===== config.mk =====
export PLATFORM = sky130hd
export DESIGN_NAME = ahp_ctrl
export DESIGN_NICKNAME = d
export VERILOG_FILES = /design/src/ahp_pkg.sv /design/src/ahp_sync.sv /design/src/ahp_ctrl.sv
export SDC_FILE = /design/constraint.sdc
export NUM_CORES = 1
export LEC_CHECK = 0
export BUFFER_PORTS_ARGS = -buffer_cell sky130_fd_sc_hd__buf_2
export CAP_MARGIN = 20
export CORE_MARGIN = 5
export CORE_UTILIZATION = 56
export DETAILED_ROUTE_END_ITERATION = 10
export HOLD_SLACK_MARGIN = 0.05
export PLACE_DENSITY = 0.88
export REMOVE_ABC_BUFFERS = 1
export SYNTH_ARGS = -nofsm -noshare
export SYNTH_HDL_FRONTEND = slang
export SYNTH_SLANG_ARGS = --single-unit

===== constraint.sdc =====
create_clock -name i_clock -period 2.4 [get_ports i_clock]
set_input_delay 0.36 -clock i_clock [delete_from_list [all_inputs] [get_ports i_clock]]
set_output_delay 0.36 -clock i_clock [all_outputs]
set_load 0.02 [all_outputs]

===== src/ahp_pkg.sv =====
// Purpose: shared constants for the converter host port control block
// Assumes: 10-bit control word and result registers
// Notes: counts are in conversion clock rising edges unless named cycles

package ahp_pkg;

  // ----------------------------------------------------------------
  // control word layout
  // ----------------------------------------------------------------
  localparam int WORD_W = 10;            // control and result width
  localparam int CHAN_A_LSB = 0;         // first channel address field
  localparam int CHAN_B_LSB = 3;         // second channel address field
  localparam int CHAN_W = 3;             // channel address width
  localparam int DUAL_SAMPLE_POS = 6;    // two-channel sampling bit
  localparam int HALF_SCALE_POS = 7;     // half-scale test bit
  localparam int POWERDOWN_POS = 8;      // powerdown bit
  localparam int FLAG_MODE_POS = 9;      // flag behaviour bit

  // ----------------------------------------------------------------
  // reset values
  // ----------------------------------------------------------------
  localparam logic [9:0] CTRL_RESET = 10'h000;   // all zero at power-on
  localparam logic [9:0] RESULT_RESET = 10'h000; // results before any run

  // ----------------------------------------------------------------
  // timing in conversion clock edges
  // ----------------------------------------------------------------
  localparam logic [3:0] ACQ_EDGES = 4'h5;   // acquisition, 5 edges
  localparam logic [3:0] CONV_EDGES = 4'he;  // one conversion, 14 edges
  localparam int SYNC_STAGES = 2;            // pin synchroniser depth

  // ----------------------------------------------------------------
  // sequencer states
  // ----------------------------------------------------------------
  typedef enum logic [2:0] {
    ST_IDLE = 3'b000,   // no conversion running
    ST_ACQ = 3'b001,    // tracking the inputs after a write
    ST_CONV1 = 3'b010,  // first conversion
    ST_CONV2 = 3'b011,  // second conversion of a dual sample
    ST_PDOWN = 3'b100   // linear circuitry off
  } ahp_state_t;

endpackage


===== src/ahp_sync.sv =====
// Purpose: two-stage pin synchroniser with edge pulses
// Assumes: inputs are asynchronous to i_clock
// Notes: edges come from the second stage only

`timescale 1ns/100ps
`default_nettype none

module ahp_sync #(
  parameter int WIDTH = 1
) (
  input wire logic i_clock,
  input wire logic i_nrst,
  input wire logic [WIDTH-1:0] i_async,
  input wire logic [WIDTH-1:0] i_init,
  output logic [WIDTH-1:0] o_level,
  output logic [WIDTH-1:0] o_rise,
  output logic [WIDTH-1:0] o_fall
);

  // ----------------------------------------------------------------
  // stages
  // ----------------------------------------------------------------
  logic [WIDTH-1:0] meta_reg;  // first stage, read by stage two only
  logic [WIDTH-1:0] sync_reg;  // safe level
  logic [WIDTH-1:0] last_reg;  // previous safe level for edges
  logic [WIDTH-1:0] init_q;    // edge mask, high blocks both edge pulses

  assign init_q = i_init;

  // all stages reset to zero; idle level applied once released
  always_ff @(posedge i_clock or negedge i_nrst) begin
    if (!i_nrst) begin
      meta_reg <= '0;
      sync_reg <= '0;
      last_reg <= '0;
    end else begin
      meta_reg <= i_async;
      sync_reg <= meta_reg;
      last_reg <= sync_reg;
    end
  end

  // init mask suppresses false edges right after reset release
  assign o_level = sync_reg;
  assign o_rise = sync_reg & ~last_reg & ~init_q;
  assign o_fall = ~sync_reg & last_reg & ~init_q;

endmodule

`default_nettype wire


===== src/ahp_ctrl.sv =====
// Purpose: host port, sequencer, flag and powerdown control of a
//   multichannel successive-approximation converter
// Assumes: strobes, data and conversion clock are asynchronous pins
// Notes:

`timescale 1ns/100ps
`default_nettype none

module ahp_ctrl (
  input wire logic i_clock,
  input wire logic i_nrst,
  input wire logic i_port_select_n,
  input wire logic i_write_strobe_n,
  input wire logic i_read_strobe_n,
  input wire logic i_conv_clock,
  input wire logic [9:0] i_data_port,
  input wire logic [9:0] i_sar_data,
  output logic [9:0] o_data_port,
  output logic o_data_port_oe,
  output logic o_conv_flag_n,
  output logic o_powerdown,
  output logic o_acquire,
  output logic o_converting,
  output logic o_second_conv,
  output logic [2:0] o_chan_first,
  output logic [2:0] o_chan_second,
  output logic o_half_scale
);

  // ----------------------------------------------------------------
  // pin synchronisers
  // ----------------------------------------------------------------
  logic [2:0] strobe_lvl;   // {read, write, select}, all active low
  logic [2:0] strobe_rise;  // rising edges of the strobes
  logic [2:0] strobe_fall;  // falling edges of the strobes
  logic cclk_rise;          // conversion clock rising edge
  logic [9:0] data_lvl;     // synchronised data port

  // strobes idle high; edges are masked while the levels settle
  logic [2:0] strobe_mask_reg;
  logic [2:0] strobe_mask_next;

  ahp_sync #(.WIDTH(3)) u_strobe_sync (
    .i_clock(i_clock),
    .i_nrst(i_nrst),
    .i_async({i_read_strobe_n, i_write_strobe_n, i_port_select_n}),
    // every strobe masked together until the stages hold the idle level
    .i_init({3{|strobe_mask_reg}}),
    .o_level(strobe_lvl),
    .o_rise(strobe_rise),
    .o_fall(strobe_fall)
  );

  ahp_sync #(.WIDTH(1)) u_cclk_sync (
    .i_clock(i_clock),
    .i_nrst(i_nrst),
    .i_async(i_conv_clock),
    // a pin already high at release must not count as a clock edge
    .i_init(|strobe_mask_reg),
    .o_level(),
    .o_rise(cclk_rise),
    .o_fall()
  );

  ahp_sync #(.WIDTH(ahp_pkg::WORD_W)) u_data_sync (
    .i_clock(i_clock),
    .i_nrst(i_nrst),
    .i_async(i_data_port),
    .i_init(10'h000),
    .o_level(data_lvl),
    .o_rise(),
    .o_fall()
  );

  // mask edges for the first cycles after release, level still zero
  always_comb begin
    strobe_mask_next = {strobe_mask_reg[1:0], 1'b0};
  end

  always_ff @(posedge i_clock or negedge i_nrst) begin
    if (!i_nrst) begin
      strobe_mask_reg <= 3'h7;
    end else begin
      strobe_mask_reg <= strobe_mask_next;
    end
  end

  // ----------------------------------------------------------------
  // qualified host accesses
  // ----------------------------------------------------------------
  logic cs_n;          // select level
  logic wr_n;          // write strobe level
  logic rd_n;          // read strobe level
  logic wr_start;      // leading edge of a write
  logic wr_end;        // trailing edge of a write, word taken here
  logic rd_start;      // leading edge of a read
  logic rd_end;        // trailing edge of a read

  assign cs_n = strobe_lvl[0];
  assign wr_n = strobe_lvl[1];
  assign rd_n = strobe_lvl[2];
  assign wr_start = strobe_fall[1] & ~cs_n & rd_n;
  assign wr_end = strobe_rise[1] & ~cs_n & rd_n;
  assign rd_start = strobe_fall[2] & ~cs_n & wr_n;
  assign rd_end = strobe_rise[2] & ~cs_n & wr_n;

  // busy decode, used by the sequencer, flag and read path
  function automatic logic is_busy(input ahp_pkg::ahp_state_t st);
    is_busy = (st == ahp_pkg::ST_ACQ) || (st == ahp_pkg::ST_CONV1) ||
              (st == ahp_pkg::ST_CONV2);
  endfunction

  // ----------------------------------------------------------------
  // control word
  // ----------------------------------------------------------------
  logic [9:0] ctrl_reg;   // write only, never put on the data port
  logic [9:0] ctrl_next;
  logic dual;             // two-channel sampling selected
  logic flag_mode;        // flag low after completion when set

  // whole word replaced only by a write; powerdown leaves it alone
  always_comb begin
    ctrl_next = ctrl_reg;
    if (wr_end) begin
      ctrl_next = data_lvl;
    end
  end

  always_ff @(posedge i_clock or negedge i_nrst) begin
    if (!i_nrst) begin
      ctrl_reg <= ahp_pkg::CTRL_RESET;
    end else begin
      ctrl_reg <= ctrl_next;
    end
  end

  assign dual = ctrl_reg[ahp_pkg::DUAL_SAMPLE_POS];
  assign flag_mode = ctrl_reg[ahp_pkg::FLAG_MODE_POS];

  // ----------------------------------------------------------------
  // conversion sequencer
  // ----------------------------------------------------------------
  ahp_pkg::ahp_state_t state_reg;
  ahp_pkg::ahp_state_t state_next;
  logic [3:0] edge_reg;   // conversion clock edges in this phase
  logic [3:0] edge_next;
  logic end_first;        // first conversion finished this cycle
  logic end_second;       // second conversion finished this cycle
  logic seq_done;         // whole sequence finished this cycle

  // write end has top priority: it starts a sequence or powers down
  always_comb begin
    state_next = state_reg;
    edge_next = edge_reg;
    end_first = 1'b0;
    end_second = 1'b0;
    if (wr_end) begin
      edge_next = 4'h0;
      if (data_lvl[ahp_pkg::POWERDOWN_POS]) begin
        state_next = ahp_pkg::ST_PDOWN;
      end else begin
        state_next = ahp_pkg::ST_ACQ;
      end
    end else if ((wr_start || rd_start) && is_busy(state_reg)) begin
      state_next = ahp_pkg::ST_IDLE;
      edge_next = 4'h0;
    end else begin
      unique case (state_reg)
        ahp_pkg::ST_IDLE: begin
          state_next = ahp_pkg::ST_IDLE;  // waits for a write
        end
        ahp_pkg::ST_ACQ: begin
          if (cclk_rise) begin
            edge_next = edge_reg + 4'h1;
            if (edge_reg == ahp_pkg::ACQ_EDGES - 4'h1) begin
              state_next = ahp_pkg::ST_CONV1;
              edge_next = 4'h0;
            end
          end
        end
        ahp_pkg::ST_CONV1, ahp_pkg::ST_CONV2: begin
          if (cclk_rise) begin
            edge_next = edge_reg + 4'h1;
            if (edge_reg == ahp_pkg::CONV_EDGES - 4'h1) begin
              edge_next = 4'h0;
              if (state_reg == ahp_pkg::ST_CONV2) begin
                end_second = 1'b1;
                state_next = ahp_pkg::ST_IDLE;
              end else begin
                end_first = 1'b1;
                state_next = dual ? ahp_pkg::ST_CONV2 :
                             ahp_pkg::ST_IDLE;
              end
            end
          end
        end
        ahp_pkg::ST_PDOWN: begin
          state_next = ahp_pkg::ST_PDOWN;  // only a write brings it back
        end
        default: begin
          state_next = ahp_pkg::ST_IDLE;  // illegal code recovers
          edge_next = 4'h0;
        end
      endcase
    end
  end

  always_ff @(posedge i_clock or negedge i_nrst) begin
    if (!i_nrst) begin
      state_reg <= ahp_pkg::ST_IDLE;
      edge_reg <= 4'h0;
    end else begin
      state_reg <= state_next;
      edge_reg <= edge_next;
    end
  end

  assign seq_done = end_second | (end_first & ~dual);

  // ----------------------------------------------------------------
  // busy / done flag
  // ----------------------------------------------------------------
  logic flag_n_reg;   // pin level, low means busy or done by mode
  logic flag_n_next;

  // a write leading edge always parks the flag high first
  always_comb begin
    flag_n_next = flag_n_reg;
    if (state_reg == ahp_pkg::ST_PDOWN && !wr_end) begin
      flag_n_next = 1'b1;
    end else if (wr_end) begin
      if (data_lvl[ahp_pkg::POWERDOWN_POS]) begin
        flag_n_next = 1'b1;
      end else begin
        flag_n_next = data_lvl[ahp_pkg::FLAG_MODE_POS];
      end
    end else if (wr_start) begin
      flag_n_next = 1'b1;
    end else if (rd_start && is_busy(state_reg)) begin
      flag_n_next = 1'b1;  // aborted, neither busy nor done
    end else if (seq_done) begin
      flag_n_next = ~flag_mode;
    end
  end

  always_ff @(posedge i_clock or negedge i_nrst) begin
    if (!i_nrst) begin
      flag_n_reg <= 1'b1;
    end else begin
      flag_n_reg <= flag_n_next;
    end
  end

  // ----------------------------------------------------------------
  // result registers and read path
  // ----------------------------------------------------------------
  logic [9:0] first_reg;    // result_reg_first
  logic [9:0] first_next;
  logic [9:0] second_reg;   // result_reg_second
  logic [9:0] second_next;
  logic sel_reg;            // next read returns second when set
  logic sel_next;
  logic [9:0] dout_reg;     // data port output word
  logic [9:0] dout_next;

  // results written only at conversion end, never in powerdown
  always_comb begin
    first_next = first_reg;
    second_next = second_reg;
    sel_next = sel_reg;
    dout_next = dout_reg;
    if (end_first) begin
      first_next = i_sar_data;
    end
    if (end_second) begin
      second_next = i_sar_data;
    end
    if (seq_done || wr_end) begin
      sel_next = 1'b0;
    end else if (rd_end && dual) begin
      sel_next = ~sel_reg;
    end
    if (rd_start) begin
      if (is_busy(state_reg)) begin
        dout_next = i_sar_data;  // partial word, not valid
      end else if (sel_reg && dual) begin
        dout_next = second_reg;
      end else begin
        dout_next = first_reg;
      end
    end
  end

  always_ff @(posedge i_clock or negedge i_nrst) begin
    if (!i_nrst) begin
      first_reg <= ahp_pkg::RESULT_RESET;
      second_reg <= ahp_pkg::RESULT_RESET;
      sel_reg <= 1'b0;
      dout_reg <= ahp_pkg::RESULT_RESET;
    end else begin
      first_reg <= first_next;
      second_reg <= second_next;
      sel_reg <= sel_next;
      dout_reg <= dout_next;
    end
  end

  // ----------------------------------------------------------------
  // outputs
  // ----------------------------------------------------------------
  // released whenever select is high, whatever the strobes do
  assign o_data_port_oe = ~cs_n & ~rd_n & wr_n;
  assign o_data_port = dout_reg;
  assign o_conv_flag_n = flag_n_reg;
  assign o_powerdown = (state_reg == ahp_pkg::ST_PDOWN);
  assign o_acquire = (state_reg == ahp_pkg::ST_ACQ);
  assign o_converting = (state_reg == ahp_pkg::ST_CONV1) ||
                        (state_reg == ahp_pkg::ST_CONV2);
  assign o_second_conv = (state_reg == ahp_pkg::ST_CONV2);
  assign o_chan_first = ctrl_reg[ahp_pkg::CHAN_A_LSB +: ahp_pkg::CHAN_W];
  assign o_chan_second = ctrl_reg[ahp_pkg::CHAN_B_LSB +: ahp_pkg::CHAN_W];
  assign o_half_scale = ctrl_reg[ahp_pkg::HALF_SCALE_POS];
endmodule

`default_nettype wire


==> results by group <==
Logic synthesis
  – Post-Synth Adder-Cell Area: 1.14%
  – Async S/R FF share, synth: 100%
  – Seq cells post-synth: approximately 80
  – Post-Syn Area: 0.00330 mm2
  – Main combinational cell family by area after synthesis: simple AND/OR/NAND/NOR gates
  – Sequential fraction of the synthesis area: 62.3%
  – Post-synth top area share: slightly below 60%
  – Synthesized area per cell: 12.0 um2
  – Post-synth cell types: 47
  – Mux share of post-synthesis cell area: 9.52%
  – Synth top area cells: dfrtp_1 59%, mux2_2 9.2%, a21oi_1 3.2%, dfstp_2 3.2%, nand2_1 3.1%
  – Largest area contributor in the synthesized netlist: dfrtp_1
  – Post-synthesis cell count: 274
  – Post-synthesis compound-gate area fraction: around a tenth
  – Yosys warns: 0
  – Top_reg_cell synth: dfrtp_1
  – Synth Area in XOR/XNOR: 0.265%
  – Post-synth EDFFs: 0
  – Post-synthesis simple-gate area fraction: 12.5%

Routing
  – Final WL: just over 6000 um
  – DR vias: 2228
  – Routed wire per std cell: ~15 um
  – Avg Vias per Cell: 5.46
  – 1st-pass router iterations: 4
  – 1st-iter DRT viols: 135
  – Post-DRT Antenna Nets: 0
  – Drt drc: 0

Die
  – CORE AREA: approximately 0.0058 mm2
  – Num ports: 49
  – Die H: slightly below 90 um
  – Starting Density: around 57%
  – Die area: 0.00753 mm2
  – Die width: 86.8 um
  – Cell Rows: 28

Clocking
  – Num CTS Buffers: 9
  – Post-CTS Setup Repair Bufs: 0
  – Clock buffer depth: 2
  – Htree depth: 3
  – Worst-Skew Late Latency: 0.35 ns
  – TritonCTS clock tree: yes
  – Clock sinks: 82
  – Clock Tree Root: clkbuf_8
  – Reg clk slew, reported paths: 0.08 ns

Power and ir drop
  – Leak Pwr: 1.78 nW
  – Pwr/cell area: roughly 870 mW/mm2
  – Total Power: 3.35 mW
  – Peak supply drop: around 0.51 mV

STA
  – RSZ-0062 raised after global routing: no
  – Slew Viols, Final: 0
  – Worst slew pin tran: 0.778 ns
  – Max-slew headroom: 47.8%
  – Final setup TNS: 0 ns
  – Fin crit period: 2.22 ns
  – Final Hold Fails: 0
  – Fin crit share: 92.7%
  – Fmax: about 450 MHz
  – Endpoints failing setup: 0
  – Worst clock skew: 0.0114 ns

Run status
  – Status: finished clean

Setup path
  – R2R depth: 6
  – Worst R2R Setup Slack: ~0.18 ns
  – Crit path required time: 2.63 ns
  – CP arrival: between 2 and 2.5 ns
  – End of the worst register-to-register path: first_reg[0]$_DFFE_PN0N_
  – R2r startpoint: strobe_mask_reg[1]$_DFF_PN1_
  – CP Capture Point: first_reg[0]$_DFFE_PN0N_
  – Critical Path Fanout Max: 10
  – CP endpoint kind: flip-flop
  – Worst Setup SP: strobe_mask_reg[1]$_DFF_PN1_
  – Crit Path Class: flip-flop to flip-flop
  – CP Launch Type: flip-flop

Run
  – Max cap viols: 0

Global route
  – GRT Util Overall: 18.0%
  – Vias in the first global route: 2266
  – Antenna violations before repair: 0
  – Largest net degree at the start of global routing: 46
  – First-pass GRT wire length: around 10000 um
  – GR Overflow Total: 0

Finish
  – Final nets: 357
  – Share of cells above drive strength 1: approximately a third
  – N_diodes: 0
  – Area Growth Syn to Fin: 16.6%

Worst hold path
  – Hold crit path type: input port to flip-flop

Place
  – Final RePlAce weighted congestion: between 0.8 and 0.9
  – IO buf count: 48
  – Hpwl dp: 4290 um
kinds of logic (layout without fill, tap and decap cells):
family	after synthesis	count (layout)
xor gates and xnor gates	1	1
other	1	1
buffers and inverters	23	82
and+or+nand+nor	79	79
adders and majority gates	3	3
AOI/OAI and AO/OA	57	57
DFF	82	82
muxes	28	28
metal layers:
layer	track usage, %	wire length [um]
met1	22.9	2470
met2	29.3	3070
met3	5.04	419
met4	7.08	96
met5	0	0
worst min path at each step:
stage,from,end,depth (start not counted)
2_1_floorplan,i_nrst,ctrl_reg[0]$_DFFE_PN0P_,0
3_3_place_gp,u_data_sync.meta_reg[0]$_DFF_PN0_,u_data_sync.o_level[0]$_DFF_PN0_,0
3_5_place_dp,u_strobe_sync.meta_reg[1]$_DFF_PN0_,u_strobe_sync.o_level[1]$_DFF_PN0_,0
4_1_cts,i_data_port[7],u_data_sync.meta_reg[7]$_DFF_PN0_,1
5_1_grt,i_data_port[5],u_data_sync.meta_reg[5]$_DFF_PN0_,1
6_report,i_data_port[8],u_data_sync.meta_reg[8]$_DFF_PN0_,1
per-stage QoR:
step                      util (%)  area (um2)  hold slack, ns  setup slack [ns]  cells
final                         66.2        3850           0.112             0.176    408
after floorplan                  -        3200          0.0644             0.224    258
after CTS                     66.1        3850          0.0978            0.0796    408
after global routing          66.2        3850          0.0908            0.0981    408
after detailed placement      62.3        3620           0.335             0.102    391
after global placement        62.3        3620           0.332             0.171    391
timing repair:
item | in CTS | in global routing
gates resized for setup | 0 | 1
endpoints found under the setup margin | 0 | 7
hold buffers | 1 | 0
hold endpoints to repair | 41 | 0
worst max-delay path: stages, from the launching register on:
cell,delay (ns)
dfstp_2,0.39
or3_4,0.39
or2_0,0.25
a2111o_1,0.44
nor2_2,0.09
buf_4,0.20
mux2_2,0.35
placed cells by master (no fill, tap or decap), types with 2 or more instances in the layout:
cell | netlist | final
buf_2 | 1 | 47
or3_1 | 3 | 3
nand2_1 | 27 | 27
nand3b_1 | 4 | 4
nor3b_1 | 3 | 3
ha_1 | 3 | 3
a22oi_1 | 3 | 3
nand3_1 | 13 | 13
nor2b_1 | 2 | 2
inv_1 | 7 | 7
o21bai_1 | 2 | 2
nor3_1 | 4 | 4
nor2_1 | 7 | 7
dfstp_2 | 4 | 4
and3_1 | 2 | 2
dfrtp_1 | 78 | 78
a21boi_0 | 4 | 4
and2_1 | 3 | 3
clkbuf_8 | 0 | 11
a21oi_1 | 21 | 21
o21ai_0 | 18 | 18
buf_4 | 6 | 10
mux2_2 | 27 | 27
power by group:
group	internal, mW	switching [mW]
registers	1.53	0.101
logic	0.273	0.424
clock network	0.541	0.483
cells in the mapped netlist, types with 2 or more instances:
cell      count
nand2_1      27
dfstp_2       4
inv_1         7
or3_1         3
a21boi_0      4
nor3b_1       3
nand3b_1      4
mux2_2       27
a21oi_1      21
a22oi_1       3
clkbuf_1      7
buf_4         6
dfrtp_1      78
nor2_1        7
and2_1        3
nand3_1      13
ha_1          3
o21ai_0      18
o21bai_1      2
buf_6         2
and3_1        2
nor3_1        4
nor2b_1       2
cell type report:
| type | count | area [um2] |
|---|---|---|
| Clock inverter | 5 | 60.1 |
| Clock buffer | 11 | 151 |
| Sequential cell | 82 | 2060 |
| Fill cell | 428 | 1970 |
| Timing Repair Buffer | 59 | 340 |
| Multi-Input combinational cell | 169 | 1120 |
| Inverter | 7 | 26.3 |
| Tap cell | 75 | 93.8 |
Note: power is estimated with default switching activity, not from simulation.
